--- src/logic/apsc_pkg.sv ---
// Package for the set-point and gate-drive control block
package apsc_pkg;
	// ------------------------------------------------------------
	// Register byte addresses
	// ------------------------------------------------------------
	localparam logic [7:0] ADDR_REG_SETPOINT = 8'h00;
	localparam logic [7:0] ADDR_AUX_SETPOINT = 8'h04;
	localparam logic [7:0] ADDR_PERIPH_EN = 8'h08;
	localparam logic [7:0] ADDR_DEAD_TIME = 8'h0C;
	localparam logic [7:0] ADDR_MODE_CTL = 8'h10;
	localparam logic [7:0] ADDR_TIMER_PERIOD = 8'h14;
	localparam logic [7:0] ADDR_TIMER_DUTY = 8'h18;
	localparam logic [7:0] ADDR_GAIN_TRIM = 8'h1C;

	// ------------------------------------------------------------
	// Reset values and write masks
	// ------------------------------------------------------------
	localparam logic [7:0] RST_SETPOINT = 8'h00;
	localparam logic [7:0] RST_PERIPH_EN = 8'h04;
	localparam logic [7:0] RST_DEAD_TIME = 8'h00;
	localparam logic [7:0] RST_MODE_CTL = 8'h00;
	localparam logic [7:0] RST_TIMER = 8'h00;
	localparam logic [7:0] PERIPH_EN_MASK = 8'hF7;
	localparam logic [7:0] DEAD_TIME_MASK = 8'hFF;
	localparam logic [7:0] MODE_CTL_MASK = 8'h03;

	// ------------------------------------------------------------
	// Field positions and topology code
	// ------------------------------------------------------------
	localparam int BIT_PRI_EN = 7;
	localparam int BIT_SEC_EN = 6;
	localparam int BIT_PRI_BYP = 5;
	localparam int BIT_SEC_BYP = 4;
	localparam int BIT_PULLUP = 2;
	localparam int BIT_PRI_STEER = 1;
	localparam int BIT_SEC_STEER = 0;
	localparam int BIT_SAT_OE = 0;
	localparam logic [1:0] TOPO_MAIN = 2'h1;

	// ------------------------------------------------------------
	// Timing
	// ------------------------------------------------------------
	localparam int CLK_PERIOD_NS = 8;
	localparam int DT_STEP_NS = 16;
	localparam int DT_STEP_CYC_INT = (DT_STEP_NS + CLK_PERIOD_NS - 1) / CLK_PERIOD_NS;
	localparam logic [5:0] DT_STEP_CYC = 6'(DT_STEP_CYC_INT);

	// ------------------------------------------------------------
	// Carriers
	// ------------------------------------------------------------
	typedef struct packed {
		logic pri_on;
		logic sec_on;
	} apsc_drive_s;

	typedef struct packed {
		logic [7:0] regulation;
		logic [7:0] aux;
		logic aux_to_pin;
	} apsc_dac_s;
endpackage : apsc_pkg

--- src/logic/apsc_ctrl.sv ---
// Set-point registers, gate-drive enables, dead time and PWM steering
// What this block does
// - Eight-bit regulation set-point code, read/write, zero after reset, drives loop DAC.
// - Read-only factory gain trim value is presented to software.
// - Auxiliary reference reaches the port pin only when topology select is main.
// - Eight-bit auxiliary reference code, read/write, zero after reset, no pedestal.
// - Primary and secondary drive outputs each gated by their own enable.
// - Per-driver four-bit dead-time code gives 16 to 256 ns.
// - A driver's bypass bit skips its dead time, independently.
// - Sense-pin weak pull-up follows its enable bit.
// - Primary steering drives open-loop PWM to primary driver only.
// - Secondary steering drives open-loop PWM to secondary driver only.
// - Secondary steering pulses only while overvoltage protection is active.
// - Steering frequency from timer period, duty from second timer low byte.
// - Both steering bits set: primary wins, secondary ignored.
// - Dead time delays only the turn-on edge of each drive.
// - Peripheral enable bit layout: enables 7,6; bypass 5,4; pull-up 2; steer 1,0.
//
// Added by the designer: the APB register port and the register offsets.
`timescale 1ns/100ps
module apsc_ctrl #(
	parameter logic [7:0] GAIN_TRIM = 8'h80 // Factory value stand-in, arbitrary
) (
	input wire logic pclk,
	input wire logic presetn,
	input wire logic psel,
	input wire logic penable,
	input wire logic pwrite,
	input wire logic [7:0] paddr,
	input wire logic [31:0] pwdata,
	input wire logic [3:0] pstrb,
	output logic [31:0] prdata,
	output logic pready,
	output logic pslverr,
	input wire logic loop_pwm_pri,
	input wire logic loop_pwm_sec,
	input wire logic overvoltage_active,
	output apsc_pkg::apsc_drive_s drive,
	output apsc_pkg::apsc_dac_s dac,
	output logic sense_pin_pullup,
	output logic saturation_cmp_out_enable
);
	import apsc_pkg::*;

	// ------------------------------------------------------------
	// Register file
	// ------------------------------------------------------------
	logic [7:0] regulation_setpoint, next_regulation_setpoint;
	logic [7:0] external_reference_setpoint, next_external_reference_setpoint;
	logic [7:0] peripheral_enable_one, next_peripheral_enable_one;
	logic [7:0] dead_time_setting, next_dead_time_setting;
	logic [7:0] operating_mode_ctl, next_operating_mode_ctl;
	logic [7:0] timer_period_limit, next_timer_period_limit;
	logic [7:0] second_timer_low_byte, next_second_timer_low_byte;
	logic [31:0] next_prdata;
	logic next_pready, next_pslverr;
	logic wr_en, rd_en, addr_ok;

	function automatic logic [7:0] merge(input logic [7:0] old, input logic [31:0] wd,
		input logic [3:0] strb, input logic [7:0] mask);
		merge = strb[0] ? (wd[7:0] & mask) : old;
	endfunction : merge

	always_comb begin
		addr_ok = (paddr == ADDR_REG_SETPOINT) || (paddr == ADDR_AUX_SETPOINT)
			|| (paddr == ADDR_PERIPH_EN) || (paddr == ADDR_DEAD_TIME)
			|| (paddr == ADDR_MODE_CTL) || (paddr == ADDR_TIMER_PERIOD)
			|| (paddr == ADDR_TIMER_DUTY) || (paddr == ADDR_GAIN_TRIM);
		wr_en = psel && penable && pwrite && !pready;
		rd_en = psel && penable && !pwrite && !pready;
		next_regulation_setpoint = regulation_setpoint;
		next_external_reference_setpoint = external_reference_setpoint;
		next_peripheral_enable_one = peripheral_enable_one;
		next_dead_time_setting = dead_time_setting;
		next_operating_mode_ctl = operating_mode_ctl;
		next_timer_period_limit = timer_period_limit;
		next_second_timer_low_byte = second_timer_low_byte;
		next_prdata = prdata;
		next_pready = psel && penable && !pready;
		next_pslverr = psel && penable && !pready && !addr_ok;
		if (wr_en) begin
			case (paddr)
				ADDR_REG_SETPOINT: next_regulation_setpoint =
					merge(regulation_setpoint, pwdata, pstrb, 8'hFF);
				ADDR_AUX_SETPOINT: next_external_reference_setpoint =
					merge(external_reference_setpoint, pwdata, pstrb, 8'hFF);
				ADDR_PERIPH_EN: next_peripheral_enable_one =
					merge(peripheral_enable_one, pwdata, pstrb, PERIPH_EN_MASK);
				ADDR_DEAD_TIME: next_dead_time_setting =
					merge(dead_time_setting, pwdata, pstrb, DEAD_TIME_MASK);
				ADDR_MODE_CTL: next_operating_mode_ctl =
					merge(operating_mode_ctl, pwdata, pstrb, MODE_CTL_MASK);
				ADDR_TIMER_PERIOD: next_timer_period_limit =
					merge(timer_period_limit, pwdata, pstrb, 8'hFF);
				ADDR_TIMER_DUTY: next_second_timer_low_byte =
					merge(second_timer_low_byte, pwdata, pstrb, 8'hFF);
				default: begin
				end
			endcase
		end
		if (rd_en) begin
			case (paddr)
				ADDR_REG_SETPOINT: next_prdata = {24'h000000, regulation_setpoint};
				ADDR_AUX_SETPOINT: next_prdata = {24'h000000, external_reference_setpoint};
				ADDR_PERIPH_EN: next_prdata = {24'h000000, peripheral_enable_one};
				ADDR_DEAD_TIME: next_prdata = {24'h000000, dead_time_setting};
				ADDR_MODE_CTL: next_prdata = {24'h000000, operating_mode_ctl};
				ADDR_TIMER_PERIOD: next_prdata = {24'h000000, timer_period_limit};
				ADDR_TIMER_DUTY: next_prdata = {24'h000000, second_timer_low_byte};
				ADDR_GAIN_TRIM: next_prdata = {24'h000000, GAIN_TRIM};
				default: next_prdata = 32'h00000000;
			endcase
		end
	end

	always_ff @(posedge pclk or negedge presetn) begin
		if (!presetn) begin
			regulation_setpoint <= RST_SETPOINT;
			external_reference_setpoint <= RST_SETPOINT;
			peripheral_enable_one <= RST_PERIPH_EN;
			dead_time_setting <= RST_DEAD_TIME;
			operating_mode_ctl <= RST_MODE_CTL;
			timer_period_limit <= RST_TIMER;
			second_timer_low_byte <= RST_TIMER;
			prdata <= 32'h00000000;
			pready <= 1'b0;
			pslverr <= 1'b0;
		end else begin
			regulation_setpoint <= next_regulation_setpoint;
			external_reference_setpoint <= next_external_reference_setpoint;
			peripheral_enable_one <= next_peripheral_enable_one;
			dead_time_setting <= next_dead_time_setting;
			operating_mode_ctl <= next_operating_mode_ctl;
			timer_period_limit <= next_timer_period_limit;
			second_timer_low_byte <= next_second_timer_low_byte;
			prdata <= next_prdata;
			pready <= next_pready;
			pslverr <= next_pslverr;
		end
	end

	// ------------------------------------------------------------
	// Pin input synchronisers
	// ------------------------------------------------------------
	logic [2:0] s1, s2, s3, next_s1, next_s2, next_s3;
	logic [2:0] in_stable, next_in_stable;

	always_comb begin
		next_s1 = {loop_pwm_pri, loop_pwm_sec, overvoltage_active};
		next_s2 = s1;
		next_s3 = s2;
		next_in_stable = in_stable;
		for (int i = 0; i < 3; i++) begin
			if (s2[i] == s3[i]) begin
				next_in_stable[i] = s3[i];
			end
		end
	end

	always_ff @(posedge pclk or negedge presetn) begin
		if (!presetn) begin
			s1 <= 3'h0;
			s2 <= 3'h0;
			s3 <= 3'h0;
			in_stable <= 3'h0;
		end else begin
			s1 <= next_s1;
			s2 <= next_s2;
			s3 <= next_s3;
			in_stable <= next_in_stable;
		end
	end

	// ------------------------------------------------------------
	// Steering PWM generator
	// ------------------------------------------------------------
	logic [7:0] steer_cnt, next_steer_cnt;
	logic steer_pwm, next_steer_pwm;
	logic steer_pri, steer_sec;
	logic [1:0] raw_req;

	always_comb begin
		steer_pri = peripheral_enable_one[BIT_PRI_STEER];
		steer_sec = peripheral_enable_one[BIT_SEC_STEER] && !steer_pri;
		next_steer_cnt = (steer_cnt >= timer_period_limit) ? 8'h00 : steer_cnt + 8'h01;
		next_steer_pwm = (next_steer_cnt < second_timer_low_byte);
		if (steer_pri) begin
			raw_req = {steer_pwm, 1'b0};
		end else if (steer_sec) begin
			raw_req = {1'b0, steer_pwm && in_stable[0]};
		end else begin
			raw_req = {in_stable[2], in_stable[1]};
		end
		raw_req[1] = raw_req[1] && peripheral_enable_one[BIT_PRI_EN];
		raw_req[0] = raw_req[0] && peripheral_enable_one[BIT_SEC_EN];
	end

	always_ff @(posedge pclk or negedge presetn) begin
		if (!presetn) begin
			steer_cnt <= 8'h00;
			steer_pwm <= 1'b0;
		end else begin
			steer_cnt <= next_steer_cnt;
			steer_pwm <= next_steer_pwm;
		end
	end

	// ------------------------------------------------------------
	// Turn-on dead time per driver
	// ------------------------------------------------------------
	logic [1:0] drv_out, next_drv_out;
	logic [5:0] dt_cnt [2], next_dt_cnt [2];
	logic [3:0] dt_code [2];
	logic [1:0] bypass;

	function automatic logic [5:0] dt_cycles(input logic [3:0] code);
		dt_cycles = 6'({2'h0, code} + 6'h01) * DT_STEP_CYC;
	endfunction : dt_cycles

	always_comb begin
		dt_code[1] = dead_time_setting[7:4];
		dt_code[0] = dead_time_setting[3:0];
		bypass = {peripheral_enable_one[BIT_PRI_BYP], peripheral_enable_one[BIT_SEC_BYP]};
		for (int d = 0; d < 2; d++) begin
			next_dt_cnt[d] = 6'h00;
			next_drv_out[d] = 1'b0;
			if (raw_req[d]) begin
				if (bypass[d]) begin
					next_drv_out[d] = 1'b1;
				end else if (drv_out[d] || (dt_cnt[d] + 6'h01 >= dt_cycles(dt_code[d]))) begin
					next_drv_out[d] = 1'b1;
					next_dt_cnt[d] = dt_cnt[d];
				end else begin
					next_dt_cnt[d] = dt_cnt[d] + 6'h01;
				end
			end
		end
	end

	always_ff @(posedge pclk or negedge presetn) begin
		if (!presetn) begin
			drv_out <= 2'h0;
			dt_cnt[0] <= 6'h00;
			dt_cnt[1] <= 6'h00;
		end else begin
			drv_out <= next_drv_out;
			dt_cnt[0] <= next_dt_cnt[0];
			dt_cnt[1] <= next_dt_cnt[1];
		end
	end

	// ------------------------------------------------------------
	// Registered analog controls
	// ------------------------------------------------------------
	always_ff @(posedge pclk or negedge presetn) begin
		if (!presetn) begin
			dac <= '0;
			sense_pin_pullup <= RST_PERIPH_EN[BIT_PULLUP];
			saturation_cmp_out_enable <= RST_DEAD_TIME[BIT_SAT_OE];
		end else begin
			dac.regulation <= next_regulation_setpoint;
			dac.aux <= next_external_reference_setpoint;
			dac.aux_to_pin <= (next_operating_mode_ctl[1:0] == TOPO_MAIN);
			sense_pin_pullup <= next_peripheral_enable_one[BIT_PULLUP];
			saturation_cmp_out_enable <= next_dead_time_setting[BIT_SAT_OE];
		end
	end

	assign drive = '{pri_on: drv_out[1], sec_on: drv_out[0]};
endmodule : apsc_ctrl

--- config.mk ---
export PLATFORM = sky130hd
export DESIGN_NAME = apsc_ctrl
export DESIGN_NICKNAME = d
export VERILOG_FILES = /design/src/logic/apsc_pkg.sv /design/src/logic/apsc_ctrl.sv
export SDC_FILE = /design/constraint.sdc
export NUM_CORES = 1
export LEC_CHECK = 0
export ABC_AREA = 1
export BUFFER_PORTS_ARGS = -buffer_cell sky130_fd_sc_hd__clkbuf_2
export CELL_PAD_IN_SITES_DETAIL_PLACEMENT = 0
export CELL_PAD_IN_SITES_GLOBAL_PLACEMENT = 1
export CORE_ASPECT_RATIO = 0.6
export CORE_MARGIN = 4
export CORE_UTILIZATION = 30
export CTS_BUF_LIST = sky130_fd_sc_hd__clkbuf_8
export DETAILED_ROUTE_END_ITERATION = 8
export PLACE_DENSITY_LB_ADDON = 0.1
export SETUP_SLACK_MARGIN = 0.4
export SYNTH_ARGS = -nofsm -noshare
export SYNTH_HDL_FRONTEND = slang
export SYNTH_SLANG_ARGS = --single-unit
export TNS_END_PERCENT = 30
--- constraint.sdc ---
create_clock -name pclk -period 2.6 [get_ports pclk]
set_input_delay 0.39 -clock pclk [delete_from_list [all_inputs] [get_ports pclk]]
set_output_delay 0.39 -clock pclk [all_outputs]
set_load 0.05 [all_outputs]
==> results of run 1 <==
## routing by layer
| metal | vias to the layer above | track usage [%] | wire length, um |
|---|---|---|---|
| met5 | - | 0 | 0 |
| met4 | 0 | 3.08 | 106 |
| met3 | 10 | 3.88 | 940 |
| met2 | 101 | 20.6 | 5210 |
| met1 | 1875 | 25.3 | 7980 |
| li1 | 1969 | - | - |
## worst max-delay path, cell delays in order (launching register included)
cell and delay, ps:
dfrtp_1 430, ha_1 320, nand2_2 110, inv_2 40, nand2_2 50, nand2_2 50, nand2_2 80, nand3_4 100
buf_12 150, nor3b_4 200, ha_1 280, a21oi_2 140, nand2_1 80, a21oi_2 130
## what timing repair did
item | 4_1_cts | 5_1_grt
hold endpoints to repair | 28 | 0
hold buffers | 1 | 0
pin swaps | 9 | 18
setup endpoints to repair | 8 | 15
buffers inserted | 5 | 7
resized for setup | 23 | 25
## area by class of cell
type / instances / area [um^2]
Clock buffer: 9 / 124
Tap cell: 228 / 285
Multi-Input combinational cell: 399 / 2460
Clock inverter: 7 / 103
Inverter: 62 / 234
Sequential cell: 95 / 2380
Fill cell: 1708 / 10300
Timing Repair Buffer: 72 / 437
## cell usage after synthesis
| cell | number |
|---|---|
| nand2_1 | 135 |
| dfrtp_1 | 94 |
| inv_1 | 55 |
| o21ai_1 | 53 |
| ha_1 | 30 |
| nand3_1 | 30 |
| buf_4 | 25 |
| nor2_1 | 21 |
| o21ai_0 | 13 |
| a21oi_1 | 12 |
| xor2_1 | 10 |
| o21ai_2 | 9 |
| nand2_2 | 8 |
| nand4_1 | 8 |
| buf_2 | 7 |
| nand3b_1 | 7 |
| inv_2 | 6 |
| nor2_2 | 4 |
| nor3_1 | 4 |
| o22ai_1 | 4 |
| xnor2_1 | 4 |
| maj3_1 | 3 |
| and3_1 | 2 |
| buf_6 | 2 |
| nor3_4 | 2 |
| nor3b_1 | 2 |
| o2111ai_1 | 2 |
| o211ai_1 | 2 |
| a21o_1 | 1 |
| and2_1 | 1 |
| clkinv_2 | 1 |
| conb_1 | 1 |
| dfstp_2 | 1 |
| nand2_4 | 1 |
| nor2_4 | 1 |
| nor2_8 | 1 |
| nor3_2 | 1 |
| o21a_1 | 1 |
| o21bai_1 | 1 |
| o31ai_1 | 1 |
| o32ai_1 | 1 |
## through the flow
stage	cell area (um^2)	setup slack [ps]	cells	util, %
2_1_floorplan	5090	450	590	-
3_3_place_gp	5450	106	843	33.4
3_5_place_dp	5450	79.6	843	33.4
4_1_cts	5840	386	865	35.8
5_1_grt	6030	204	872	37.0
6_report	6030	385	872	37.0
## how the worst max path moves through the flow
stage	startpoint	endpoint	slack, ps	cells past startpoint
2_1_floorplan	dead_time_setting[0]	drive[0]	450	10
3_3_place_gp	timer_period_limit[3]	steer_pwm	110	11
3_5_place_dp	timer_period_limit[3]	steer_pwm	80	11
4_1_cts	dt_cnt[6]	drive[0]	390	12
5_1_grt	steer_cnt[2]	steer_pwm	200	15
6_report	steer_cnt[2]	steer_pwm	380	13
## sequential cells by signal, indices dropped and copies added, names as in the netlist
name / flops
operating_mode_ctl: 2
dead_time_setting: 8
next_s3: 3
second_timer_low_byte: 8
pslverr: 1
sense_pin_pullup: 1
timer_period_limit: 8
drive: 2
s3: 3
next_s2: 3
in_stable: 3
peripheral_enable_one: 6
steer_cnt: 8
dac: 17
pready: 1
steer_pwm: 1
prdata: 8
dt_cnt: 12
## power by group
group	internal [uW]	switching [uW]
clock	556	594
combinational	39.9	188
sequential	1500	13.1
total	2090	795
## cells by family (layout without fill, tap and decap cells)
group           count (synthesis)  count (layout)  synth area share (%)
buf+inv                        96             150                  9.57
compound gates                100             100                  11.3
xor+xnor                       14              14                  2.45
flops                          95              95                  47.5
simple gates                  228             228                  21.0
fa+ha+maj                      33              33                  8.10
other cells                     1              24                0.0749
## cells in the final DEF, fill, tap and decap left out, drive strengths merged, types with 7 or more instances in the layout
master    n
a21oi    12
buf      17
clkbuf   63
conb     24
dfrtp    94
ha       30
inv      65
nand2   144
nand3    30
nand3b    7
nand4     8
nor2     27
nor3      7
o21ai    75
xor2     10
==> out/metrics.cfg, run 1 <==
[run_status]
status=completed

[hold_path]
worstHoldPathType=primary input to register
holdPathStages=1
hp-start=overvoltage_active
min_delay_worst_endpoint=next_s2[0]

[setup_path]
ff2ff_path_depth=13
startpoint_type=register
worst_r2r_endpoint=steer_pwm
required_ps=2910
r2r_start=steer_cnt[2]
path_class=register to register
arrival_ps=2520
path_max_fanout=6
cp-end-kind=register
r2r_setup_slack_ps=380

[pwr]
p_total_uw=2890
ir_drop_v=0.000225
leakage_uw=0.00296
p_per_area_mw_per_mm2=479

[timing]
skew_ps=11.5
rsz0062_at_grt=yes
timing.fmax_ghz=0.451
timing.final.crit_share_pct=85.2
hold_violations=0
tightest_slew_ps=812
fin_setup_tns_ps=0
post-route-min-period_ps=2220
slew_headroom_pct=45.7
setup_violations=0
slew_violations=0
worst_hold_slack_ps=113

[place]
port-buffer-count=55
dp_hpwl_um=10800
globalplace.congestion=0.806

[global_route]
antenna_found_initial=0
grt_pass1_vias=3963
grt_usage_pct=15.6
grt_max_degree=68
grt_first_pass_wirelength_um=22700
grt_overflow=0

[routing]
route.detailed.drc=0
routed_wl_um=14200
vias_per_cell=4.54
ant_nets=0
first_pass_iters=4
vias=3955
first_iter_violations=223
avgRoutedWirePerCell_um=16.3

[synthesis]
synth_cell_types=41
synth_area_mm2=0.00501
synth_area_leaders=dfrtp_1 47%, nand2_1 10%, ha_1 7.5%, o21ai_1 5.3%, inv_1 4.1%
synth_warnings=0
synth_sequential_area_ratio_pct=47.5
synth_area_per_cell_um2=8.83
synth_top_area_share_pct=47.0
synth_seq_cells=95
synth_cells=567
yosysTopAreaCell=dfrtp_1

[cts]
cts_tree=yes
cts.clk_slew.worst_paths_ps=100
cts_buffer_depth=2
cts_root_buf=clkbuf_8
clk_latency_ps=380
h-tree-depth=3
cts_buffers=9
cts.sinks=95

[floorplanning]
die_area_mm2=0.0189
initial_core_util_pct=30.7
dieHeight_um=108
die_w_um=175
rows=36
io_pins=107
core_mm2=0.0163

[final_layout]
drive_gt1_share_pct=24.8
fin_nets=721
diodes=0
area.growth.synth_to_final_pct=20.3

[run]
max_cap_viol_count=0

(Power assumes the default switching activity.)
==> run 2, diff against run 1 <==
- GPL_TIMING_DRIVEN: default -> 0
==> out/metrics.cfg, run 2 (synthesized netlist as in run 1, its figures left out) <==
[floorplanning]
core_mm2=0.0163
die_w_um=175
io_pins=107
rows=36
die_area_mm2=0.0189
initial_core_util_pct=30.7
dieHeight_um=108

[setup_path]
required_ps=2910
cp-end-kind=register
path_class=register to register
r2r_start=steer_cnt[5]
r2r_setup_slack_ps=400
ff2ff_path_depth=12
arrival_ps=2510
path_max_fanout=7
worst_r2r_endpoint=steer_pwm
startpoint_type=register

[final_layout]
largest_reg_flops=17
fillers=1700
area.growth.synth_to_final_pct=22.8
largest_registers=dac: 17 flops, dt_cnt: 12 flops
final_cell_mix=131 x nand2_1, 92 x dfrtp_1, 55 x inv_1, 53 x clkbuf_2, 49 x o21ai_1
utilization_pct=37.7
top_register=dac
final_area_mm2=0.00615
final_common_cell=nand2_1
diodes=0
drive_gt1_share_pct=26.7
fin_nets=744

[timing]
fin_setup_tns_ps=0
timing.fmax_ghz=0.454
rsz0062_at_grt=yes
post-route-min-period_ps=2200
timing.final.crit_share_pct=84.7
hold_violations=2
tightest_slew_ps=561
setup_violations=0
slew_headroom_pct=62.5
worst_hold_slack_ps=-3.02
skew_ps=11.9
setup_slack_ps=397
slew_violations=0

[global_route]
grt_pass1_vias=4007
grt_usage_pct=15.7
grt_first_pass_wirelength_um=22700
antenna_found_initial=0
grt_overflow=0
grt_max_degree=62

[cts]
cts_root_buf=clkbuf_8
cts_buffer_depth=2
clk_latency_ps=370
cts_buffers=9
cts.sinks=95
cts_tree=yes
h-tree-depth=3
cts.clk_slew.worst_paths_ps=110

[routing]
ant_nets=0
route.detailed.drc=0
routed_wl_um=14400
vias=3992
vias_per_cell=4.46
avgRoutedWirePerCell_um=16.1
first_pass_iters=4
first_iter_violations=269

[pwr]
leakage_uw=0.00307
p_per_area_mw_per_mm2=460
ir_drop_v=0.000256

[run_status]
status=finished, violations left
violations=negative hold slack

[place]
port-buffer-count=54
place_area_mm2=0.00568
pre_cts_slack_ps=97.2
dp_hpwl_um=11000
globalplace.congestion=0.822

[hold_path]
worstHoldPathType=primary input to async pin

[run]
max_cap_viol_count=0

## run 2: what timing repair did
item	4_1_cts	5_1_grt
hold buffers	0	0
gates resized for setup	23	19
setup endpoints to repair	10	15
pin swaps	17	8
buffers inserted	6	0
## run 2: worst max-delay path by stage
stage | from | endpoint | slack [ps] | depth (start not counted)
2_1_floorplan | dead_time_setting[0] | drive[0] | 450 | 10
3_3_place_gp | presetn | dac[0] | -200 | 1
3_5_place_dp | timer_period_limit[7] | steer_pwm | 100 | 10
4_1_cts | steer_cnt[7] | steer_pwm | 390 | 11
5_1_grt | steer_cnt[6] | steer_pwm | 250 | 11
6_report | steer_cnt[5] | steer_pwm | 400 | 12
## run 2: area by class of cell
type / instances / area [um^2] / area share, %
Buffer: 34 / 248 / 4.03
Clock buffer: 9 / 124 / 2.01
Clock inverter: 7 / 86.3 / 1.40
Inverter: 62 / 234 / 3.80
Multi-Input combinational cell: 399 / 2440 / 39.7
Sequential cell: 95 / 2380 / 38.7
Tap cell: 228 / 285 / 4.64
Timing Repair Buffer: 61 / 349 / 5.68
## run 2: worst max-delay path, cell delays in order, from the launching register on
cell	delay (ps)
dfrtp_1	450
ha_1	310
nand2_1	70
a21oi_1	60
nor2_2	170
nand3_4	170
nor3b_4	270
ha_1	280
nand2_1	60
inv_1	30
nand2_1	50
nand2_1	60
a21oi_2	150
## run 2: layer usage
metal / vias to the layer above / track usage [%] / share of wire, %
li1: 2007 / - / -
met1: 1882 / 25.1 / 55
met2: 97 / 21.1 / 38
met3: 6 / 4.02 / 6.2
met4: 0 / 2.69 / 0.56
met5: - / 0 / 0
## run 2: through the flow
step / hold slack [ps] / instances / total power (uW)
4_1_cts: 7.30 / 895 / 2870
3_5_place_dp: 335 / 873 / 1790
3_3_place_gp: 333 / 872 / 1790
2_1_floorplan: 94.4 / 590 / 1700
6_report: -3.02 / 895 / 2830
5_1_grt: 19.4 / 895 / 2950
## run 2: power breakdown
part	switching (uW)	internal (uW)	leakage, uW
combinational	192	64.4	0.00169
sequential	13.4	1500	0.00128
clock	594	467	0.000104
==> run 3, diff against run 2 <==
- clock period: 2.6 -> 1.75 ns (I/O delays scaled with it)
==> out/metrics.cfg, run 3 (synthesized netlist as in run 1, its figures left out) <==
[timing]
timing.fmax_ghz=0.451
setup_violations=15
timing.final.crit_share_pct=127
slew_violations=0
hold_violations=0
skew_ps=7.93
tightest_slew_ps=529
rsz0062_at_grt=yes
post-route-min-period_ps=2220
setup_slack_ps=-465
slew_headroom_pct=64.6

[final_layout]
ff_latch_area_mm2=0.00238
largest_reg_flops=17
fin_nets=769
top_register=dac
multi_input_area_mm2=0.00287
fillers=1644
largest_registers=dac: 17 flops, dt_cnt: 12 flops
drive_gt1_share_pct=40.3
final_common_cell=nand2_1
area.growth.synth_to_final_pct=42.0
final_cells=920
final_cell_mix=111 x nand2_1, 89 x dfrtp_1, 53 x inv_1, 48 x o21ai_2, 45 x buf_4
diodes=0

[floorplanning]
die_w_um=175
io_pins=107
initial_core_util_pct=30.7
rows=36
die_area_mm2=0.0189
dieHeight_um=108
core_mm2=0.0163

[routing]
routed_wl_um=14600
avgRoutedWirePerCell_um=15.9
first_pass_iters=5
ant_nets=0
vias_per_cell=4.56
route.detailed.drc=0
first_iter_violations=245
vias=4198

[global_route]
antenna_found_initial=0
grt_first_pass_wirelength_um=22500
grt_usage_pct=15.4
grt_overflow=0
grt_pass1_vias=4010
grt_max_degree=50

[cts]
cts_buffer_depth=2
h-tree-depth=3
clk_latency_ps=370
cts.sinks=95
cts_buffers=9
cts_tree=yes
cts.clk_slew.worst_paths_ps=100
cts_root_buf=clkbuf_8

[setup_path]
cp_slowest_cell=dfrtp_1
path_class=register to register
crit_top_cell=ha_1
worstPathCellList=inv_1 -> ha_1 -> nand2_2 -> nor2_2 -> nand2_1 -> nand3_4 -> nor3_2 -> ha_1 -> a21oi_1 -> o21ai_1 -> a21oi_2
required_ps=2050
path_max_fanout=7
arrival_ps=2520
max_stage_delay_ps=370
startpoint_type=register
cp-end-kind=register

[pwr]
p_total_uw=4340
ir_drop_v=0.000309
p_per_area_mw_per_mm2=611
leakage_uw=0.00340

[hold_path]
worstHoldPathType=primary input to register

[run]
max_cap_viol_count=0

[place]
dp_hpwl_um=10800
globalplace.congestion=0.779
port-buffer-count=54
dp.cells=873

[run_status]
status=finished, violations left
violations=negative setup slack

run 3: layout make-up:
cell class                      count  area share [%]
Buffer                             34            4.49
Clock buffer                        9            1.74
Clock inverter                      7            1.44
Inverter                           62            3.36
Multi-Input combinational cell    399            40.4
Sequential cell                    95            33.5
Tap cell                          228            4.01
Timing Repair Buffer               86            11.1
run 3: final timing paths:
kind,from,end,slack [ps],cells past startpoint
worst max register to register,timer_period_limit[6],steer_pwm,-470,11
worst min-delay path,pwdata[0],operating_mode_ctl[0],120,3
worst min register to register,next_s2[1],next_s3[1],360,0
worst max-delay path,timer_period_limit[6],steer_pwm,-470,11
max in group asynchronous,presetn,sense_pin_pullup,700,3
min in group asynchronous,presetn,dt_cnt[5],390,2
run 3: timing repair:
action                                 CTS  global route
pin swaps                               34            52
gates resized for setup                 78           100
hold buffers                             4             0
buffers inserted                        10            10
endpoints found under the hold margin   49             0
gates cloned                             2             5
setup endpoints to repair               99           137
run 3: worst max-delay path, delay by kind of cell, from the launching register on:
| family | cells | cell delay, ps |
|---|---|---|
| simple gates | 5 | 690 |
| fa+ha+maj | 2 | 590 |
| compound gates | 3 | 420 |
| flops | 1 | 370 |
| buf+inv | 1 | 70 |
run 3: where the power goes:
group | leakage [uW] | switching, uW | internal (uW)
clock network | 0.000111 | 846 | 825
logic | 0.00202 | 302 | 123
registers | 0.00128 | 21.3 | 2220
run 3: routing by layer:
metal	share of wire (%)	routed length (um)	GRT usage, %
met1	56	8210	24.5
met2	39	5650	21.1
met3	4.6	679	3.35
met4	0.65	95	3.03
met5	0	0	0
run 3: stage by stage:
step                      setup TNS (ps)  setup slack, ps  area [um^2]  hold slack, ps  util (%)
after CTS                          -6360             -526         6530             123      40.0
final                              -5250             -465         7110             122      43.6
after detailed placement           -7440             -677         5810             337      35.6
after floorplan                    -2680             -247         5220           -33.1         -
after global placement            -94910            -1140         5780             333      35.4
after global routing               -7530             -590         7110             127      43.6
